==> config.mk <==
export PLATFORM = sky130hd
export DESIGN_NAME = usbcr_ctrl
export DESIGN_NICKNAME = d
export VERILOG_FILES = /design/src/design/usbcr_ctrl.v /design/src/design/usbcr_pp_ptr.v
export VERILOG_INCLUDE_DIRS = /design/src /design/src/shared
export SDC_FILE = /design/constraint.sdc
export NUM_CORES = 1
export LEC_CHECK = 0
export BUFFER_PORTS_ARGS = -buffer_cell sky130_fd_sc_hd__buf_2
export CAP_MARGIN = 25
export CORE_UTILIZATION = 25
export DETAILED_ROUTE_END_ITERATION = 10
export GPL_TIMING_DRIVEN = 0
export PLACE_DENSITY_LB_ADDON = 0.25
export SYNTH_ARGS = -nofsm -noshare
export SYNTH_HDL_FRONTEND = slang
export SYNTH_SLANG_ARGS = --single-unit
==> constraint.sdc <==
create_clock -name clk -period 4.25 [get_ports clk]
set_input_delay 0.85 -clock clk [delete_from_list [all_inputs] [get_ports clk]]
set_output_delay 0.85 -clock clk [all_outputs]
set_load 0.01 [all_outputs]
==> src/shared/usbcr_consts.vh <==
`ifndef USBCR_CONSTS_VH
`define USBCR_CONSTS_VH

// ============================================================
// Register byte offsets on the bus.
`define USBCR_OFS_CTRL      8'h00
`define USBCR_OFS_IRQ_STAT  8'h04
`define USBCR_OFS_IRQ_MASK  8'h08
`define USBCR_OFS_PP_PTR    8'h0C
`define USBCR_ADDR_W        8

// ============================================================
// Control register field positions.
`define USBCR_B_ENABLE      0
`define USBCR_B_PP_RST      1
`define USBCR_B_RESUME      2
`define USBCR_B_HOST_EN     3
`define USBCR_B_BUS_RST     4
`define USBCR_B_PKT_DIS     5
`define USBCR_B_SE0         6
`define USBCR_B_LIVE_J_FLAG      7
`define USBCR_CTRL_W        16

// ============================================================
// Interrupt status and mask field positions.
`define USBCR_IRQ_W         3
`define USBCR_I_SETUP       0
`define USBCR_I_SE0_ON      1
`define USBCR_I_SE0_OFF     2

// ============================================================
// Reset values and sizes.
`define USBCR_RST_BIT       1'b0
`define USBCR_RST_IRQ       3'h0
`define USBCR_RST_HADDR     8'h00
`define USBCR_RST_RDATA     32'h00000000
`define USBCR_NUM_EP        16
`define USBCR_PP_EVEN       1'b0
`define USBCR_ZERO32        32'h00000000
`define USBCR_HTRANS_BUSY   1'b1

`endif

==> src/design/usbcr_ctrl.v <==
// Decided for this implementation: the AHB-Lite register port and the register addresses.
`timescale 1ns/100ps
`include "usbcr_consts.vh"

// Notes on behaviour
// - Packet disable halts token processing; a received SETUP token sets it.
// - Host enable turns on host mode and D+ and D- pull-downs.
// - Resume signalling is driven exactly while the resume bit is one.
// - Ping-pong reset bit forces all buffer pointers to the even bank.
// - Module enable powers the module and attaches the D+ pull-up, in device view only.
// - Single-ended-zero flag is read-only and follows the bus live.
// - Device view bits fifteen to seven and bit four read zero.

// ============================================================
// Control and status register of a USB full/low-speed module
// with an AHB-Lite slave port and an interrupt output.
module usbcr_ctrl (
	input  wire        clk,
	input  wire        rst,
	input  wire        ce,
	// AHB-Lite slave port.
	input  wire        hsel,
	input  wire [31:0] haddr,
	input  wire [1:0]  htrans,
	input  wire        hwrite,
	input  wire [2:0]  hsize,
	input  wire [31:0] hwdata,
	input  wire        hready,
	output wire        hreadyout,
	output reg  [31:0] hrdata,
	output wire        hresp,
	// Bus line levels and engine status.
	input  wire        line_dp,
	input  wire        line_dm,
	input  wire        low_speed,
	input  wire        setup_token_seen,
	input  wire        token_in_progress,
	input  wire [15:0] pp_toggle,
	// Module controls.
	output wire        usb_module_enable,
	output wire        dp_pullup_en,
	output wire        host_capability_enable,
	output wire        dp_pulldown_en,
	output wire        dm_pulldown_en,
	output wire        resume_drive,
	output wire        packet_processing_disable,
	output wire        frame_marker_enable,
	output wire        bus_reset_control,
	output wire [15:0] pp_odd_bank,
	output wire        irq
);

	// ========================================================
	// Register state.
	reg                      ctl_enable;
	reg                      ctl_pp_rst;
	reg                      ctl_resume;
	reg                      ctl_host_en;
	reg                      ctl_bus_rst;
	reg                      ctl_pkt_dis;
	reg  [`USBCR_IRQ_W-1:0]  irq_stat;
	reg  [`USBCR_IRQ_W-1:0]  irq_mask;
	reg                      se0_prev;
	reg                      wr_pend;
	reg  [`USBCR_ADDR_W-1:0] wr_addr;

	// Bus decode signals.
	wire                     addr_phase;
	wire [`USBCR_ADDR_W-1:0] a_ofs;
	wire                     rd_stat;
	wire                     wr_ctrl;
	wire                     wr_mask;
	wire                     se0_live;
	wire                     j_live;
	wire [`USBCR_IRQ_W-1:0]  irq_events;
	reg  [31:0]              next_rdata;
	reg                      next_enable;
	reg                      next_pp_rst;
	reg                      next_resume;
	reg                      next_host_en;
	reg                      next_bus_rst;
	reg                      next_pkt_dis;
	reg  [`USBCR_IRQ_W-1:0]  next_stat;
	reg  [`USBCR_IRQ_W-1:0]  next_mask;
	reg                      out_module_en;
	reg                      out_frame_en;
	reg                      out_bus_rst;
	reg                      out_irq;

	// ========================================================
	// Live line state.

	assign se0_live = ~line_dp & ~line_dm;
	assign j_live = low_speed ? (~line_dp & line_dm) : (line_dp & ~line_dm);

	// Events that set the sticky interrupt bits.
	assign irq_events[`USBCR_I_SETUP]   = setup_token_seen;
	assign irq_events[`USBCR_I_SE0_ON]  = se0_live & ~se0_prev;
	assign irq_events[`USBCR_I_SE0_OFF] = ~se0_live & se0_prev;

	// ========================================================
	// AHB-Lite decode. The slave stalls only while the clock
	// enable is low, so every transfer is frozen with the state.
	assign hreadyout  = ce;
	assign hresp      = 1'b0;
	assign addr_phase = hsel & hready & htrans[`USBCR_HTRANS_BUSY];
	assign a_ofs      = haddr[`USBCR_ADDR_W-1:0];
	assign rd_stat    = addr_phase & ~hwrite &
		(a_ofs == `USBCR_OFS_IRQ_STAT);
	assign wr_ctrl    = wr_pend & (wr_addr == `USBCR_OFS_CTRL);
	assign wr_mask    = wr_pend & (wr_addr == `USBCR_OFS_IRQ_MASK);

	// Write address is captured in the address phase for use
	// with the data in the following phase.
	always @(posedge clk) begin
		if (rst) begin
			wr_pend <= 1'b0;
			wr_addr <= `USBCR_RST_HADDR;
		end else if (ce) begin
			wr_pend <= addr_phase & hwrite;
			wr_addr <= a_ofs;
		end
	end

	// Read data mux; unmapped offsets read as zero.
	always @* begin
		next_rdata = `USBCR_ZERO32;
		if (a_ofs == `USBCR_OFS_CTRL) begin
			next_rdata[`USBCR_B_ENABLE]  = next_enable;
			next_rdata[`USBCR_B_PP_RST]  = next_pp_rst;
			next_rdata[`USBCR_B_RESUME]  = next_resume;
			next_rdata[`USBCR_B_HOST_EN] = next_host_en;
			next_rdata[`USBCR_B_SE0]     = se0_live;
			if (next_host_en) begin
				next_rdata[`USBCR_B_LIVE_J_FLAG]  = j_live;
				next_rdata[`USBCR_B_PKT_DIS] = token_in_progress;
				next_rdata[`USBCR_B_BUS_RST] = next_bus_rst;
			end else begin
				next_rdata[`USBCR_B_PKT_DIS] = next_pkt_dis;
			end
		end else if (a_ofs == `USBCR_OFS_IRQ_STAT) begin
			next_rdata[`USBCR_IRQ_W-1:0] = irq_stat;
		end else if (a_ofs == `USBCR_OFS_IRQ_MASK) begin
			next_rdata[`USBCR_IRQ_W-1:0] = next_mask;
		end else if (a_ofs == `USBCR_OFS_PP_PTR) begin
			next_rdata[`USBCR_NUM_EP-1:0] = pp_odd_bank;
		end
	end

	// Read data is registered at the end of the address phase.
	always @(posedge clk) begin
		if (rst) begin
			hrdata <= `USBCR_RST_RDATA;
		end else if (ce) begin
			if (addr_phase & ~hwrite) begin
				hrdata <= next_rdata;
			end
		end
	end

	// ========================================================
	// Next register state, from a write in its data phase and
	// from engine events. The read mux and the output flops use
	// these values, so a read issued straight after a write
	// returns the written value rather than a stale one.
	always @* begin
		// Every bit holds unless a write or an event changes it.
		next_enable  = ctl_enable;
		next_pp_rst  = ctl_pp_rst;
		next_resume  = ctl_resume;
		next_host_en = ctl_host_en;
		next_bus_rst = ctl_bus_rst;
		next_pkt_dis = ctl_pkt_dis;
		next_mask    = irq_mask;
		if (wr_ctrl) begin
			next_enable  = hwdata[`USBCR_B_ENABLE];
			next_pp_rst  = hwdata[`USBCR_B_PP_RST];
			next_resume  = hwdata[`USBCR_B_RESUME];
			next_host_en = hwdata[`USBCR_B_HOST_EN];
			if (ctl_host_en) begin
				next_bus_rst = hwdata[`USBCR_B_BUS_RST];
			end else begin
				next_pkt_dis = hwdata[`USBCR_B_PKT_DIS];
			end
		end
		if (setup_token_seen) begin
			next_pkt_dis = 1'b1;
		end
		if (wr_mask) begin
			next_mask = hwdata[`USBCR_IRQ_W-1:0];
		end
		// A status read clears the sticky bits, but an event in
		// the same cycle stays set so that it is not lost.
		if (rd_stat) begin
			next_stat = irq_events;
		end else begin
			next_stat = irq_stat | irq_events;
		end
	end

	// Control register. Bit zero is the module enable in device
	// view and the frame marker enable in host view.
	always @(posedge clk) begin
		if (rst) begin
			ctl_enable  <= `USBCR_RST_BIT;
			ctl_pp_rst  <= `USBCR_RST_BIT;
			ctl_resume  <= `USBCR_RST_BIT;
			ctl_host_en <= `USBCR_RST_BIT;
			ctl_bus_rst <= `USBCR_RST_BIT;
			ctl_pkt_dis <= `USBCR_RST_BIT;
		end else if (ce) begin
			ctl_enable  <= next_enable;
			ctl_pp_rst  <= next_pp_rst;
			ctl_resume  <= next_resume;
			ctl_host_en <= next_host_en;
			ctl_bus_rst <= next_bus_rst;
			ctl_pkt_dis <= next_pkt_dis;
		end
	end

	// ========================================================
	// Interrupts: sticky status cleared by a read, new events
	// win over the clear; mask gates the level output.
	always @(posedge clk) begin
		if (rst) begin
			irq_stat <= `USBCR_RST_IRQ;
			irq_mask <= `USBCR_RST_IRQ;
			se0_prev <= 1'b0;
		end else if (ce) begin
			se0_prev <= se0_live;
			irq_stat <= next_stat;
			irq_mask <= next_mask;
		end
	end

	// ========================================================
	// Ping-pong buffer pointers, one per endpoint.
	genvar ep;
	generate
		for (ep = 0; ep < `USBCR_NUM_EP; ep = ep + 1) begin : g_pp
			usbcr_pp_ptr u_ptr (
				.clk        (clk),
				.rst        (rst),
				.ce         (ce),
				.force_even (ctl_pp_rst),
				.toggle     (pp_toggle[ep]),
				.odd_bank   (pp_odd_bank[ep])
			);
		end
	endgenerate

	// ========================================================
	// Output flops, loaded from the next register state so that
	// they move on the same edge as the register bits and cannot
	// glitch while the bits that they combine change together.
	always @(posedge clk) begin
		if (rst) begin
			out_module_en <= `USBCR_RST_BIT;
			out_frame_en  <= `USBCR_RST_BIT;
			out_bus_rst   <= `USBCR_RST_BIT;
			out_irq       <= `USBCR_RST_BIT;
		end else if (ce) begin
			out_module_en <= next_enable & ~next_host_en;
			out_frame_en  <= next_enable & next_host_en;
			out_bus_rst   <= next_bus_rst & next_host_en;
			out_irq       <= |(next_stat & next_mask);
		end
	end

	// ========================================================
	// Outputs to the transceiver and engine.

	assign usb_module_enable = out_module_en;
	assign dp_pullup_en      = out_module_en;
	assign host_capability_enable = ctl_host_en;
	assign dp_pulldown_en         = ctl_host_en;
	assign dm_pulldown_en         = ctl_host_en;
	assign resume_drive = ctl_resume;
	assign packet_processing_disable = ctl_pkt_dis;
	// Frame marker and bus reset act only in host view.
	assign frame_marker_enable       = out_frame_en;
	assign bus_reset_control         = out_bus_rst;
	// Level interrupt while an unmasked status bit is set.
	assign irq = out_irq;

endmodule // usbcr_ctrl

==> src/design/usbcr_pp_ptr.v <==
`timescale 1ns/100ps
`include "usbcr_consts.vh"

// ============================================================
// One ping-pong buffer pointer: toggles after each finished
// transfer, and is forced to the even bank while reset is held.
module usbcr_pp_ptr (
	input  wire clk,
	input  wire rst,
	input  wire ce,
	input  wire force_even,
	input  wire toggle,
	output reg  odd_bank
);

	// Pointer flop; the bank reset overrides any toggle request.
	always @(posedge clk) begin
		if (rst) begin
			odd_bank <= `USBCR_PP_EVEN;
		end else if (ce) begin
			if (force_even) begin
				odd_bank <= `USBCR_PP_EVEN;
			end else if (toggle) begin
				odd_bank <= ~odd_bank;
			end
		end
	end

endmodule // usbcr_pp_ptr

Word level (Yosys, flattened, before mapping)
Index checks and enable logic that the tools add are counted.
Storage, ports and cells
  input bits: 96
  word-level logic and storage cells: 165
  register bits after elaboration: 58
  output and inout port bits: 60
Cells by class
  bitwise gates (word level): 39
  mux-type cells: 54
  equality and inequality tests: 4
  reduce and logical (&&, ||, !) cells: 36
Operators by type and width (number)
  two-way mux 1 bit: 45
  AND reduction 2 bit: 17
  nonzero test 2 bit: 16
  two-way mux 13 bit: 2
  == test 8 x 4 -> 1 bit, second input constant: 3
  NOT 1 bit: 22
  zero test 8 bit: 2
  two-way mux 16 bit: 1
  two-way mux 8 bit: 2
  AND 1 bit: 15
  two-way mux 3 bit: 4
  == test 8 x 3 -> 1 bit, second input constant: 1
  AND 3 bit: 1
  bitwise OR 3 bit: 1
  OR reduction 3 bit: 1

Depth between registers and ports, before layout
  depth after elaboration: 8
  mapped depth: 7
  gate-level depth less buffers: 5

Modules after synthesis
A second synthesis with hierarchy kept.
Unflattened totals
  cell total of the unflattened synthesis: 309
  area total of the unflattened synthesis: 2944.1 um2
Modules (own cells, without submodules)
  usbcr_ctrl: instances 1, cells an instance 229, area each 2123.3 um2, seq. area each 840.8 um2
  usbcr_pp_ptr: instances 16, cells an instance 5, area each 51.3 um2, seq. area each 20.0 um2

Worst setup path after synthesis
No wires, ideal clock.
  path kind: input port to flip-flop
  start: input haddr[7]
  end: register hrdata[7]
  setup time: 0.071 ns
  data required time: 4.179 ns
  data arrival time: 2.244 ns
  slack: 1.935 ns
  cell stages on the path: 4
  path buffers: 0
  cells stage by stage: nor4_1 > nand4_1 > or4_1 > a21oi_1
Between the ends
  word-level cells in the longest chain between the ends: 5
  elaborated cells between the ends (all ways): 8
  classes of those cells: eq/ne (3); mux (4); reduce/logical (1)
RTL lines
  start: declaration: RTL line usbcr_ctrl.v:23  | input wire [31:0] haddr,
  == test 8 x 4 -> 1 bit (no line)
  two-way mux 16 bit: RTL line usbcr_ctrl.v:145  | end else if (a_ofs == `USBCR_OFS_PP_PTR) begin
  two-way mux 13 bit: RTL line usbcr_ctrl.v:143  | end else if (a_ofs == `USBCR_OFS_IRQ_MASK) begin
  two-way mux 13 bit: RTL line usbcr_ctrl.v:141  | end else if (a_ofs == `USBCR_OFS_IRQ_STAT) begin
  two-way mux 8 bit *: RTL line usbcr_ctrl.v:128  | if (a_ofs == `USBCR_OFS_CTRL) begin
  end signal: assignment: RTL line usbcr_ctrl.v:153  | hrdata <= `USBCR_RST_RDATA;
  end signal: assignment: RTL line usbcr_ctrl.v:156  | hrdata <= next_rdata;
  end: declaration: RTL line usbcr_ctrl.v:30  | output reg [31:0] hrdata,
Mark *: on every way between the ends. The rest lies on a longest branch, timed or not.
A chain may end at the register's enable or synchronous reset.

Final worst setup path
  start: input haddr[7]
  end: register hrdata[3]
Same word-level chain as after synthesis.

==> results.md <==
* Req. time, crit path at 4.50 ns
* Critical path, cell by cell: buf_2, nor4_1, nand4_1, nor2_1, buf_2, a22oi_1, o22ai_1
* # clock sinks at 58
* Clock-pin slew on the worst setup and hold paths at 0.05 ns
* Setup bufs post-CTS at 0
* Fillers at 1183
* GRT Resource Usage Total at 0.144
* Die Ht at 108 um
* Min cycle time layout at 2.67 ns
* R2r startpoint: wr_addr[7]
* Commonest register cell after synthesis: dfxtp_1
* Power Density at 412 nW/um^2
* Distinct cell type count after synthesis at 43
* Initial core utilization at 0.259
* CP peak stage delay at 0.67 ns
* Asr flop ratio synth at 0
* Rows at 38
* Clock Path Buffers at 2
* Cts hold-fix bufs at 0
* Worst hold path class: register to register
* Fin. max-slew vios at 0
* CP max stage cell: nor4_1
* Crit path from: haddr[7]
* CTS resizes at 0
* H-tree levels at 3
* Post-DP HPWL at 6150 um
* Number of synthesized flops with an enable pin at 0
* CTS root buf: clkbuf_16
* Fin nets at 538
* DRC at 0
* Port Buffers at 82
* Ys Warns at 0
* Total CTS buffers at 9
* RSZ-0062 raised after global routing: false
* Max Clock Freq at 0.375 GHz
* Period utilization at 0.628
* Post-Route WL at 8180 um
* First-pass GRT wire length at 12800 um
* Cells after synthesis at 333
* Final Hold Viols at 0
* Measured slew at the worst slew-check pin at 0.758 ns
* Number of global-route vias before repair at 2519
* HP Start: ctl_enable
* Routed WL per cell at 13.9 um
* Sequential-to-total area share from yosys stat at 0.410
* Crit path max fanout at 10
* Max-cap violation count at 0
* Leading area contributor after synthesis: dfxtp_1
* Number of DRC markers in iteration 0 at 97
* Clock latency at the later pin of the worst-skew pair at 0.33 ns
* Diodes inserted at 0
* Leak Pwr at 1.79 nW
* Peak VDD IR at 0.000208 V
* Seq cells post-synth at 58
* Top cells by area, synth: dfxtp_1, buf_4, nor2_1
* Status: completed
* Pre-antenna DRT Iters at 4
* Mapped cell area at 2830 sq um
* Synth top area share at 0.410
* Total power at 1.57 mW
* Die area at 11800 sq um
* Worst clock skew at 0.00816 ns
* Share of cells above drive strength 1 at 0.324
* CP Class: input pin to register
* Post-Syn Area per Cell at 8.50 sq um
* CTS tree: built
* CP Launch Type: input pin
* Setup crit end kind: register
* I/O pins at 156
* Vias at 2603
* CP delay by family, top: simple AND/OR/NAND/NOR gates
* Buf/Inv on CP at 2
* Relative slew slack at 0.490
* Post-Route Setup TNS at 0 ns
* CP dominant cell by count: buf_2
* Worst path arrival time at 2.92 ns
* Area Growth Syn to Fin at 34.5%
* Routed vias/inst at 4.43
* Pin count of the biggest net entering global routing at 11
* GP Congestion at 0.863
* Final setup vio count at 0
* Grt ovf at 0
* Die X at 108 um
* Final ANT Viol Nets at 0
* Initial antenna violation count at 0
* Core footprint at 10900 sq um
[final cells by class]
class | count | area (sq um) | share of cell area
buffer | 54 | 347 | 0.0910
clock buffer | 12 | 256 | 0.0674
clock inverter | 4 | 73.8 | 0.0194
inverter | 4 | 15.0 | 0.00394
multi-input combinational | 233 | 1370 | 0.360
sequential | 58 | 1160 | 0.305
tap | 140 | 175 | 0.0460
timing repair buffer | 82 | 410 | 0.108
[worst paths after layout]
check / end / slack (ns) / depth (start not counted)
min: ctl_enable / 0.46 / 2
min reg2reg: ctl_enable / 0.46 / 2
max reg2reg: hrdata[5] / 2.13 / 5
max: hrdata[3] / 1.58 / 7
[through the flow]
| step | utilization | setup slack, ns | area (sq um) | std cells | hold slack [ns] |
|---|---|---|---|---|---|
| final | 0.348 | 1.58 | 3810 | 587 | 0.460 |
| after global routing | 0.348 | 1.29 | 3810 | 587 | 0.479 |
| after CTS | 0.348 | 1.57 | 3810 | 587 | 0.459 |
| after detailed placement | 0.318 | 1.26 | 3480 | 571 | 0.452 |
| after global placement | 0.318 | 1.24 | 3480 | 571 | 0.443 |
| after floorplan | - | 1.94 | 2890 | 349 | 0.436 |
[routing by layer]
layer	vias to the layer above	global-route usage	part of all wire
met3	11	0.0434	0.084
met5	-	0	0
met2	86	0.238	0.46
li1	1319	-	-
met1	1187	0.180	0.44
met4	0	0.0444	0.012
[cells in the mapped netlist (4+ instances only)]
master / instances
nand2_1: 34
buf_4: 38
nand4_1: 5
dfxtp_1: 58
clkbuf_1: 12
nor4_1: 5
xor2_1: 16
a21oi_1: 13
nand3_1: 8
nor2_1: 54
o21ai_0: 9
mux2i_1: 20
inv_1: 4
a22oi_1: 12
[cell families (layout without fill, tap and decap cells)]
group | Yosys count | count (layout) | share of synthesized area
and+or+nand+nor | 122 | 122 | 0.199
DFF | 58 | 58 | 0.410
buffers and inverters | 58 | 156 | 0.128
AOI/OAI and AO/OA | 55 | 55 | 0.131
muxes | 22 | 22 | 0.0787
xor gates and xnor gates | 17 | 17 | 0.0526
other | 1 | 17 | 0.00132
[registers in the layout (all words and copies together), names as in the netlist]
register                   count
bus_reset_control              1
ctl_bus_rst                    1
ctl_enable                     1
ctl_pp_rst                     1
dm_pulldown_en                 1
dp_pullup_en                   1
frame_marker_enable            1
g_pp.u_ptr.odd_bank           16
hrdata                        16
irq                            1
irq_mask                       3
irq_stat                       3
packet_processing_disable      1
resume_drive                   1
se0_prev                       1
wr_addr                        8
wr_pend                        1
[layout by cell type (no fill, tap or decap), types with 2 or more instances in the layout]
cell	n
a2111o_1	2
dfxtp_1	58
buf_2	83
a21oi_1	13
buf_1	3
o22ai_1	2
a21o_1	3
conb_1	17
clkbuf_8	2
nand2b_1	2
xor2_1	16
bufinv_16	2
buf_4	38
nand2_1	34
o32ai_1	2
o21ai_0	9
nor4_1	5
a22oi_1	12
clkbuf_16	9
mux2_2	2
clkbuf_1	13
mux2i_1	20
or2_2	3
or3_1	2
nor2_1	54
inv_1	4
o211ai_1	2
or3b_2	2
nand3_1	8
nand4_1	5
a211oi_1	3
[tightest hold or removal path: cells and delay by family, from the launching register on]
family           cells  cell delay, ns
AND/OR/NAND/NOR      1            0.05
flip-flops           1            0.31
AO/OA/AOI/OAI        1            0.05
[power breakdown]
| group | leakage [nW] | switching (mW) | internal (mW) |
|---|---|---|---|
| Clock | 0.163 | 0.255 | 0.545 |
| Combinational | 1.15 | 0.0927 | 0.0850 |
| Sequential | 0.474 | 0.0225 | 0.568 |
No activity file was read; power rests on OpenSTA's default activity.
